$ cat config.mk
export PLATFORM = sky130hd
export DESIGN_NAME = cond_branch_and_move_exec
export DESIGN_NICKNAME = d
export VERILOG_FILES = /design/src/hdl/cbm_pkg.sv /design/src/hdl/exec_if.sv /design/src/hdl/branch_cond_eval.sv /design/src/hdl/reg_copy_unit.sv /design/src/hdl/cond_branch_and_move_exec.sv
export SDC_FILE = /design/constraint.sdc
export NUM_CORES = 1
export LEC_CHECK = 0
export BUFFER_PORTS_ARGS = -buffer_cell sky130_fd_sc_hd__buf_2
export CORE_UTILIZATION = 50
export CTS_CLUSTER_DIAMETER = 100
export DETAILED_ROUTE_END_ITERATION = 12
export GPL_TIMING_DRIVEN = 0
export PLACE_DENSITY_LB_ADDON = 0.12
export RECOVER_POWER = 50
export SLEW_MARGIN = 0
export SYNTH_ARGS = -nofsm -noshare
export SYNTH_HDL_FRONTEND = slang
export SYNTH_SLANG_ARGS = --single-unit
$ cat constraint.sdc
create_clock -name i_sys_clk -period 9.65 [get_ports i_sys_clk]
set_input_delay 1.93 -clock i_sys_clk [delete_from_list [all_inputs] [get_ports i_sys_clk]]
set_output_delay 1.93 -clock i_sys_clk [all_outputs]
set_load 0.02 [all_outputs]
$ cat src/hdl/cbm_pkg.sv
// Constants and types shared by the branch and copy execution slice.
// Assumes an 8-bit core with a 32-entry register file and 16-bit word PC.
package cbm_pkg;

	// ----------------------------------------------------------------
	// Widths
	// ----------------------------------------------------------------
	localparam int PC_W   = 16;
	localparam int OFS_W  = 7;
	localparam int DATA_W = 8;
	localparam int IDX_W  = 5;
	localparam int REGS   = 32;

	// ----------------------------------------------------------------
	// Status register bit positions
	// ----------------------------------------------------------------
	localparam int SR_C = 0;
	localparam int SR_Z = 1;
	localparam int SR_N = 2;
	localparam int SR_V = 3;
	localparam int SR_S = 4;
	localparam int SR_H = 5;
	localparam int SR_T = 6;
	localparam int SR_I = 7;

	// ----------------------------------------------------------------
	// Reset values
	// ----------------------------------------------------------------
	localparam logic [PC_W-1:0]   PC_RESET   = 16'h0000;
	localparam logic [DATA_W-1:0] SREG_RESET = 8'h00;
	localparam logic [DATA_W-1:0] REG_RESET  = 8'h00;

	// ----------------------------------------------------------------
	// Timing: cycles spent by each kind of instruction
	// ----------------------------------------------------------------
	localparam int CYC_NOT_TAKEN = 1;
	localparam int CYC_TAKEN     = 2;
	localparam int CYC_COPY      = 1;

	// ----------------------------------------------------------------
	// Operations
	// ----------------------------------------------------------------
	typedef enum logic [3:0] {
		OP_NONE                      = 4'h0,
		OP_BRANCH_SIGNED_GE          = 4'h1,
		OP_BRANCH_SIGNED_LT          = 4'h2,
		OP_BRANCH_HALFCARRY_SET      = 4'h3,
		OP_BRANCH_HALFCARRY_CLEAR    = 4'h4,
		OP_BRANCH_TRANSFER_BIT_SET   = 4'h5,
		OP_BRANCH_TRANSFER_BIT_CLEAR = 4'h6,
		OP_BRANCH_OVERFLOW_SET       = 4'h7,
		OP_BRANCH_OVERFLOW_CLEAR     = 4'h8,
		OP_BRANCH_IRQ_ENABLED        = 4'h9,
		OP_BRANCH_IRQ_DISABLED       = 4'ha,
		OP_COPY_SINGLE_REGISTER      = 4'hb,
		OP_COPY_REGISTER_PAIR        = 4'hc
	} op_t;

	typedef enum logic [1:0] {
		ST_ISSUE    = 2'b01,
		ST_REDIRECT = 2'b10
	} exec_state_t;

endpackage

$ cat src/hdl/exec_if.sv
// Interface joining the execution top to its condition and copy helpers.
// Assumes the top drives operands and reads back decisions combinationally.
`timescale 1ns/10ps
interface exec_if;
	import cbm_pkg::*;

	op_t                     op;
	logic [DATA_W-1:0]       sreg;
	logic                    is_branch;
	logic                    take;
	logic [IDX_W-1:0]        src;
	logic [IDX_W-1:0]        dst;
	logic [DATA_W-1:0]       rd_lo;
	logic [DATA_W-1:0]       rd_hi;
	logic [IDX_W-1:0]        rd_idx_lo;
	logic [IDX_W-1:0]        rd_idx_hi;
	logic                    wr_lo;
	logic                    wr_hi;
	logic [IDX_W-1:0]        wr_idx_lo;
	logic [IDX_W-1:0]        wr_idx_hi;
	logic [DATA_W-1:0]       wr_data_lo;
	logic [DATA_W-1:0]       wr_data_hi;

	modport top (
		output op, sreg, src, dst, rd_lo, rd_hi,
		input  is_branch, take, rd_idx_lo, rd_idx_hi,
		input  wr_lo, wr_hi, wr_idx_lo, wr_idx_hi, wr_data_lo, wr_data_hi
	);
	modport cond (
		input  op, sreg,
		output is_branch, take
	);
	modport copy (
		input  op, src, dst, rd_lo, rd_hi,
		output rd_idx_lo, rd_idx_hi,
		output wr_lo, wr_hi, wr_idx_lo, wr_idx_hi, wr_data_lo, wr_data_hi
	);
endinterface

$ cat src/hdl/branch_cond_eval.sv
// Decides whether a conditional branch is taken from the status flags.
// Assumes the status flags are stable for the issue cycle.
`timescale 1ns/10ps
module branch_cond_eval
	import cbm_pkg::*;
(
	exec_if.cond x
);

	// ----------------------------------------------------------------
	// Condition decode
	// ----------------------------------------------------------------
	logic signed_lt;

	assign signed_lt = x.sreg[SR_N] ^ x.sreg[SR_V];

	always_comb begin
		x.is_branch = 1'b1;
		x.take      = 1'b0;
		unique case (x.op)
			OP_BRANCH_SIGNED_GE:          x.take = ~signed_lt;       // [RL1]
			OP_BRANCH_SIGNED_LT:          x.take = signed_lt;        // [RL2]
			OP_BRANCH_HALFCARRY_SET:      x.take = x.sreg[SR_H];     // [RL3]
			OP_BRANCH_HALFCARRY_CLEAR:    x.take = ~x.sreg[SR_H];    // [RL4]
			OP_BRANCH_TRANSFER_BIT_SET:   x.take = x.sreg[SR_T];     // [RL5]
			OP_BRANCH_TRANSFER_BIT_CLEAR: x.take = ~x.sreg[SR_T];    // [RL6]
			OP_BRANCH_OVERFLOW_SET:       x.take = x.sreg[SR_V];     // [RL7]
			OP_BRANCH_OVERFLOW_CLEAR:     x.take = ~x.sreg[SR_V];    // [RL8]
			OP_BRANCH_IRQ_ENABLED:        x.take = x.sreg[SR_I];     // [RL9]
			OP_BRANCH_IRQ_DISABLED:       x.take = ~x.sreg[SR_I];    // [RL10]
			default:                      x.is_branch = 1'b0;
		endcase
	end

endmodule

$ cat src/hdl/reg_copy_unit.sv
// Works out register file reads and writes for the two copy operations.
// Assumes the top returns read data for the indices given, same cycle.
`timescale 1ns/10ps
module reg_copy_unit
	import cbm_pkg::*;
(
	exec_if.copy x
);

	// ----------------------------------------------------------------
	// Pair copies use even indices; the low bit is ignored on purpose
	// so an odd index cannot straddle two pairs.
	// ----------------------------------------------------------------
	logic is_pair;

	assign is_pair = (x.op == OP_COPY_REGISTER_PAIR);

	always_comb begin
		x.rd_idx_lo  = x.src;
		x.rd_idx_hi  = x.src;
		x.wr_idx_lo  = x.dst;
		x.wr_idx_hi  = x.dst;
		x.wr_lo      = 1'b0;
		x.wr_hi      = 1'b0;
		x.wr_data_lo = x.rd_lo;
		x.wr_data_hi = x.rd_hi;
		if (x.op == OP_COPY_SINGLE_REGISTER) begin
			x.wr_lo = 1'b1;                                      // [RL12]
		end else if (is_pair) begin
			x.rd_idx_lo = {x.src[IDX_W-1:1], 1'b0};
			x.rd_idx_hi = {x.src[IDX_W-1:1], 1'b1};
			x.wr_idx_lo = {x.dst[IDX_W-1:1], 1'b0};
			x.wr_idx_hi = {x.dst[IDX_W-1:1], 1'b1};
			x.wr_lo     = 1'b1;                                  // [RL13]
			x.wr_hi     = 1'b1;                                  // [RL13]
		end
	end

endmodule

$ cat src/hdl/cond_branch_and_move_exec.sv
// Execution slice for flag-tested relative branches and register copies.
// Assumes a decoder issues one operation per accepted cycle on plain
// ports, and that other core units reach the status flags and the
// register file through the side ports here.
`timescale 1ns/10ps

// How it works
// [RL1] Signed greater-or-equal jumps to PC+k+1 when N xor V is zero.
// [RL2] Signed less-than jumps to PC+k+1 when N xor V is one.
// [RL3] Half-carry-set jumps to PC+k+1 only when H is one.
// [RL4] Half-carry-clear jumps to PC+k+1 only when H is zero.
// [RL5] Transfer-bit-set jumps to PC+k+1 only when T is one.
// [RL6] Transfer-bit-clear jumps to PC+k+1 only when T is zero.
// [RL7] Overflow-set jumps to PC+k+1 only when V is one.
// [RL8] Overflow-clear jumps to PC+k+1 only when V is zero.
// [RL9] Interrupts-enabled jumps to PC+k+1 only when I is one.
// [RL10] Interrupts-disabled jumps to PC+k+1 only when I is zero.
// [RL11] No branch touches a flag and each finishes in one or two cycles.
// [RL12] A single copy moves source to destination in one cycle, flags kept.
// [RL13] A pair copy moves r+1:r to d+1:d in one cycle, flags kept; the code clears the low bit of r and d first.
// [RL14] A false branch takes one cycle, a true one two, for the refetch.
// [RL15] The offset is signed and sign-extended to PC width before adding.
module cond_branch_and_move_exec
	import cbm_pkg::*;
(
	input  wire logic              i_sys_clk,
	input  wire logic              i_rst,
	input  wire logic              i_issue_valid,
	input  wire op_t               i_op,
	input  wire logic [OFS_W-1:0]  i_offset,
	input  wire logic [IDX_W-1:0]  i_dst,
	input  wire logic [IDX_W-1:0]  i_src,
	input  wire logic              i_pc_load,
	input  wire logic [PC_W-1:0]   i_pc_value,
	input  wire logic              i_sreg_wr,
	input  wire logic [DATA_W-1:0] i_sreg_wdata,
	input  wire logic              i_rf_wr,
	input  wire logic [IDX_W-1:0]  i_rf_waddr,
	input  wire logic [DATA_W-1:0] i_rf_wdata,
	input  wire logic [IDX_W-1:0]  i_rf_raddr,
	output logic                   o_ready,
	output logic                   o_done,
	output logic                   o_taken,
	output logic [PC_W-1:0]        o_pc,
	output logic [DATA_W-1:0]      o_sreg,
	output logic [DATA_W-1:0]      o_rf_rdata
);

	// ----------------------------------------------------------------
	// Storage and decode
	// ----------------------------------------------------------------
	logic [DATA_W-1:0] regs [REGS];
	exec_state_t       state;
	exec_state_t       next_state;
	logic              accept;
	logic              do_branch;
	logic              do_copy;
	logic [PC_W-1:0]   offset_ext;
	logic [PC_W-1:0]   next_pc;

	exec_if x ();

	assign accept = i_issue_valid & (state == ST_ISSUE);
	assign x.op   = accept ? i_op : OP_NONE;
	assign x.sreg = o_sreg;
	assign x.src  = i_src;
	assign x.dst  = i_dst;
	assign x.rd_lo = regs[x.rd_idx_lo];
	assign x.rd_hi = regs[x.rd_idx_hi];

	assign do_branch = accept & x.is_branch;
	assign do_copy   = x.wr_lo;

	// Backward branches need the sign bit copied up to the full PC width
	assign offset_ext = {{(PC_W-OFS_W){i_offset[OFS_W-1]}}, i_offset}; // [RL15]

	branch_cond_eval u_cond (
		.x (x.cond)
	);

	reg_copy_unit u_copy (
		.x (x.copy)
	);

	// ----------------------------------------------------------------
	// Sequencing: a taken branch holds issue for the refetch cycle
	// ----------------------------------------------------------------
	always_comb begin
		next_state = state;
		unique case (state)
			ST_ISSUE: begin
				if (do_branch && x.take) begin
					next_state = ST_REDIRECT;                        // [RL14]
				end
			end
			ST_REDIRECT: begin
				next_state = ST_ISSUE;                               // [RL11]
			end
			default: begin
				next_state = ST_ISSUE;
			end
		endcase
	end

	always_ff @(posedge i_sys_clk or posedge i_rst) begin
		if (i_rst) begin
			state   <= ST_ISSUE;
			o_ready <= 1'b1;
		end else begin
			state   <= next_state;
			o_ready <= (next_state == ST_ISSUE);
		end
	end

	// ----------------------------------------------------------------
	// Completion reporting
	// ----------------------------------------------------------------
	always_ff @(posedge i_sys_clk or posedge i_rst) begin
		if (i_rst) begin
			o_done  <= 1'b0;
			o_taken <= 1'b0;
		end else begin
			// Not-taken branch and copies finish in their issue cycle
			o_done  <= (do_branch && !x.take) || do_copy ||
				(state == ST_REDIRECT);                              // [RL14]
			o_taken <= (state == ST_REDIRECT);
		end
	end

	// ----------------------------------------------------------------
	// Program counter
	// ----------------------------------------------------------------
	always_comb begin
		next_pc = o_pc;
		if (do_branch && x.take) begin
			next_pc = o_pc + offset_ext + 16'h0001;                  // [RL1]
		end else if (do_branch || do_copy) begin
			next_pc = o_pc + 16'h0001;
		end
	end

	always_ff @(posedge i_sys_clk or posedge i_rst) begin
		if (i_rst) begin
			o_pc <= PC_RESET;
		end else if (i_pc_load) begin
			// An outside load wins; the slice owns no other PC source
			o_pc <= i_pc_value;
		end else begin
			o_pc <= next_pc;
		end
	end

	// ----------------------------------------------------------------
	// Status flags: only outside writers change them
	// ----------------------------------------------------------------
	always_ff @(posedge i_sys_clk or posedge i_rst) begin
		if (i_rst) begin
			o_sreg <= SREG_RESET;
		end else if (i_sreg_wr) begin
			o_sreg <= i_sreg_wdata;                                  // [RL11]
		end
	end

	// ----------------------------------------------------------------
	// Register file, one entry per loop pass; a copy beats the side
	// write port when both hit the same entry in one cycle.
	// ----------------------------------------------------------------
	for (genvar g = 0; g < REGS; g++) begin : g_reg
		localparam logic [IDX_W-1:0] IDX = IDX_W'(g);
		always_ff @(posedge i_sys_clk or posedge i_rst) begin
			if (i_rst) begin
				regs[g] <= REG_RESET;
			end else if (x.wr_hi && x.wr_idx_hi == IDX) begin
				regs[g] <= x.wr_data_hi;                             // [RL13]
			end else if (x.wr_lo && x.wr_idx_lo == IDX) begin
				regs[g] <= x.wr_data_lo;                             // [RL12]
			end else if (i_rf_wr && i_rf_waddr == IDX) begin
				regs[g] <= i_rf_wdata;
			end
		end
	end

	always_ff @(posedge i_sys_clk or posedge i_rst) begin
		if (i_rst) begin
			o_rf_rdata <= REG_RESET;
		end else begin
			o_rf_rdata <= regs[i_rf_raddr];
		end
	end

endmodule

==> results_dict.tcl <==
set metrics [dict create \
    cts_buffer_depth 3 \
    hp-class "reg2reg" \
    yosysWarningCount 0 \
    row_count 79 \
    p_int_mw 3.23 \
    n_fill_cell 4185 \
    cp_max_fo 41 \
    outcome "complete, but fails checks" \
    post-route-period-util 0.615 \
    ir_drop_mv 0.171 \
    grt_usage 0.494 \
    crit_end "regs[118]$_DFFE_PP0P_" \
    utilization 0.568 \
    drv_slew 140 \
    hpwl_um 94400 \
    crit_cells 7 \
    period_minus_slack_ns 5.94 \
    crit_path_end_kind "async pin" \
    p_leak_nw 10.3 \
    worstPathRequired_ns 10.44 \
    setup_viol 0 \
    rsz0062_at_grt "false" \
    netlist_instances 2621 \
    cts-root-buf "clkbuf_16" \
    swShare 0.436 \
    startpoint_type "input pin" \
    numCtsBuffers 38 \
    grt_pass1_vias 23800 \
    crit_family "buffers and inverters" \
    wl_um 124000 \
    core_area_um2 47000 \
    vias 25700 \
    critical_path.max_stage_delay_ns 1.73 \
    p_switching_mw 2.49 \
    comb_power_share 0.352 \
    tns_ns 0 \
    ios 104 \
    syn_avg_cell_area_um2 9.16 \
    synth_flop_cell "dfrtp_1" \
    r2r_cells 11 \
    finalHoldViolCount 0 \
    drive_gt1_frac 0.177 \
    gp_congestion 1.13 \
    numPortBuffers 90 \
    layout.nets 2849 \
    diodes 0 \
    synthDistinctLibCells 74 \
    r2r_end "regs[122]$_DFFE_PP0P_" \
    wl_per_cell_um 36.4 \
    slew-limit-headroom -0.561 \
    fmax_ghz 0.168 \
    chipHeight_um 221 \
    floorplan.initialDensity 0.512 \
    firstDrtPassIters 8 \
    antenna_found_initial 5 \
    dieWidth_um 221 \
    cp.arrival_ns 6.72 \
    grt_pass1_wl_um 173000 \
    cts_resized 0 \
    fin_skew_ns 0.0154 \
    synth_edf_count 0 \
    synthesis.nets 2707 \
    ff2ff_setup_slack_ns 4.59 \
    yosysSeqAreaShare 0.305 \
    path_clk_slew_ns 0.06 \
    seqPwrFrac 0.381 \
    async_flop_share 1.00 \
    remaining_drc_errors 0 \
    grt_overflow 0 \
    syn-cell-area_um2 24000 \
    path_common_cell "buf_12" \
    crit_slowest_cell "clkbuf_1" \
    numClockSinks 293 \
    synthToLayoutAreaGrowth_pct 11.0 \
    cts_tree "done" \
    drtAntennaViolNets 0 \
    grt_start_max_net_pins 44 \
    cts_hold_buf 0 \
    clock_latency_ns 0.59 \
    htreeDepth 2 \
    vias_per_cell 7.56 \
    power_density_nw_per_um2 215 \
    initialDrtViolationCount 4001 \
    crit_buf_inv 7 \
    die_area_um2 48900 \
    drv_cap 5 \
    worst_slew_pin_slew_ns 2.34 \
    path_cells "buf_2 > clkinvlp_2 > clkbuf_1 > clkbuf_1 > buf_12 > buf_12 > buf_12" \
    r2r_start "state[0]$_DFF_PP1_" \
    postCtsSetupBuffers 0 \
    violations "capacitance limit, slew limit" \
    startpoint "i_rst" \
    p_clk_frac 0.267 \
    synth_seq_cells 293 \
    crit_type "in2async" \
]
-- logic make-up (layout without fill, tap and decap cells) --
family / after synthesis / after routing / share of synthesized area
DFF: 293 / 293 / 0.305
buffers and inverters: 246 / 417 / 0.0474
adders and majority gates: 17 / 17 / 0.00917
and+or+nand+nor: 764 / 764 / 0.157
muxes: 424 / 424 / 0.245
xor gates and xnor gates: 12 / 12 / 0.00438
AOI/OAI and AO/OA: 865 / 865 / 0.232
-- registers in the layout (all words and copies together) (netlist names) --
| signal | count |
|---|---|
| regs | 256 |
| o_pc | 16 |
| o_rf_rdata | 8 |
| o_sreg | 8 |
| state | 2 |
| o_done | 1 |
| o_ready | 1 |
| o_taken | 1 |
-- power groups by stage --
| stage | clock network (mW) | registers (mW) | logic (mW) |
|---|---|---|---|
| 5_1_grt | 1.56 | 2.14 | 2.08 |
| 3_5_place_dp | 0 | 2.09 | 1.91 |
| 6_report | 1.53 | 2.18 | 2.01 |
| 3_3_place_gp | 0 | 2.07 | 1.87 |
| 4_1_cts | 1.52 | 2.07 | 1.92 |
| 2_1_floorplan | 0 | 1.78 | 1.25 |
-- per-layer routing --
metal | routed length [um] | up-vias | part of all wire | global-route usage
li1 | - | 10400 | - | -
met1 | 44700 | 12400 | 0.36 | 0.631
met2 | 47600 | 2357 | 0.38 | 0.660
met3 | 21500 | 528 | 0.17 | 0.234
met4 | 9880 | 4 | 0.080 | 0.320
met5 | 27 | - | 0.00022 | 0.000978
-- metrics by stage --
stage	hold WS (ns)	cells	worst slack [ns]	total power, mW	area (um^2)
floorplan	0.510	2621	3.83	3.03	24000
global placement	0.485	3318	1.92	3.94	25200
detailed placement	0.498	3329	3.43	4.00	25400
CTS	0.511	3398	4.06	5.51	26700
global route	0.538	3399	2.86	5.77	26700
finish	0.509	3399	3.71	5.72	26700
-- worst reg2reg max path: cells and delay by family (launching register included) --
family,cells,cell delay (ns)
compound gates,4,1.27
flops,1,0.57
simple gates,2,0.75
buf+inv,4,1.98
mux,1,0.31
-- layout make-up --
cell class / count / area, um^2 / area share
clock buffer: 55 / 1090 / 0.0407
buffer: 229 / 1070 / 0.0403
clock inverter: 14 / 203 / 0.00760
inverter: 17 / 65.1 / 0.00244
tap: 607 / 759 / 0.0285
timing repair buffer: 102 / 539 / 0.0202
multi-input combinational: 2082 / 15600 / 0.585
sequential: 293 / 7330 / 0.275
-- worst min-delay path by stage --
stage                           from               endpoint  slack, ns  cells past startpoint
2_1_floorplan  regs[100]$_DFFE_PP0P_  regs[100]$_DFFE_PP0P_       0.51                      2
3_3_place_gp   o_sreg[0]$_DFFE_PP0P_  o_sreg[0]$_DFFE_PP0P_       0.49                      1
3_5_place_dp   o_sreg[1]$_DFFE_PP0P_  o_sreg[1]$_DFFE_PP0P_       0.50                      1
4_1_cts        o_sreg[1]$_DFFE_PP0P_  o_sreg[1]$_DFFE_PP0P_       0.51                      1
5_1_grt        o_sreg[0]$_DFFE_PP0P_  o_sreg[0]$_DFFE_PP0P_       0.54                      1
6_report       o_sreg[0]$_DFFE_PP0P_  o_sreg[0]$_DFFE_PP0P_       0.51                      1
-- cells in the mapped netlist, types with 8 or more instances --
| library cell | number | area share |
|---|---|---|
| a221o_1 | 22 | 0.0092 |
| buf_6 | 10 | 0.0047 |
| nor2b_1 | 33 | 0.0086 |
| nor3_1 | 15 | 0.0031 |
| buf_4 | 10 | 0.0031 |
| xnor2_1 | 8 | 0.0029 |
| dfrtp_1 | 291 | 0.30 |
| and4_1 | 10 | 0.0036 |
| nor2_1 | 73 | 0.011 |
| o31ai_1 | 12 | 0.0038 |
| o22ai_1 | 142 | 0.037 |
| and2_1 | 81 | 0.021 |
| a32oi_1 | 12 | 0.0044 |
| nand2b_1 | 51 | 0.013 |
| a21oi_1 | 139 | 0.029 |
| nand2_1 | 360 | 0.056 |
| a22oi_1 | 38 | 0.012 |
| mux4_2 | 116 | 0.11 |
| a22o_1 | 8 | 0.0029 |
| buf_2 | 23 | 0.0048 |
| ha_1 | 16 | 0.0083 |
| nand3_1 | 59 | 0.012 |
| mux2_2 | 149 | 0.070 |
| inv_1 | 17 | 0.0027 |
| o21ai_1 | 8 | 0.0017 |
| o221ai_1 | 140 | 0.051 |
| or2_2 | 21 | 0.0055 |
| clkbuf_1 | 143 | 0.022 |
| mux2i_1 | 158 | 0.066 |
| buf_1 | 33 | 0.0052 |
| o21ai_0 | 292 | 0.061 |
| a211oi_1 | 12 | 0.0038 |
-- placed cells by master, fill, tap and decap left out, drive strengths merged, types with 10 or more instances in the layout --
cell type,Yosys,final
nand2,360,360
o21ai,300,300
dfrtp,291,291
clkbuf,148,240
mux2i,158,158
mux2,150,150
buf,81,146
o22ai,142,142
o221ai,140,140
a21oi,140,140
mux4,116,116
and2,83,83
nor2,73,73
nand3,59,59
nand2b,51,51
a22oi,38,38
nor2b,33,33
a221o,22,22
or2,21,21
inv,17,17
ha,16,16
nor3,15,15
nor4,14,14
a211oi,13,13
a32oi,12,12
o31ai,12,12
and4,10,10
or4,10,10
(Power assumes the default switching activity.)
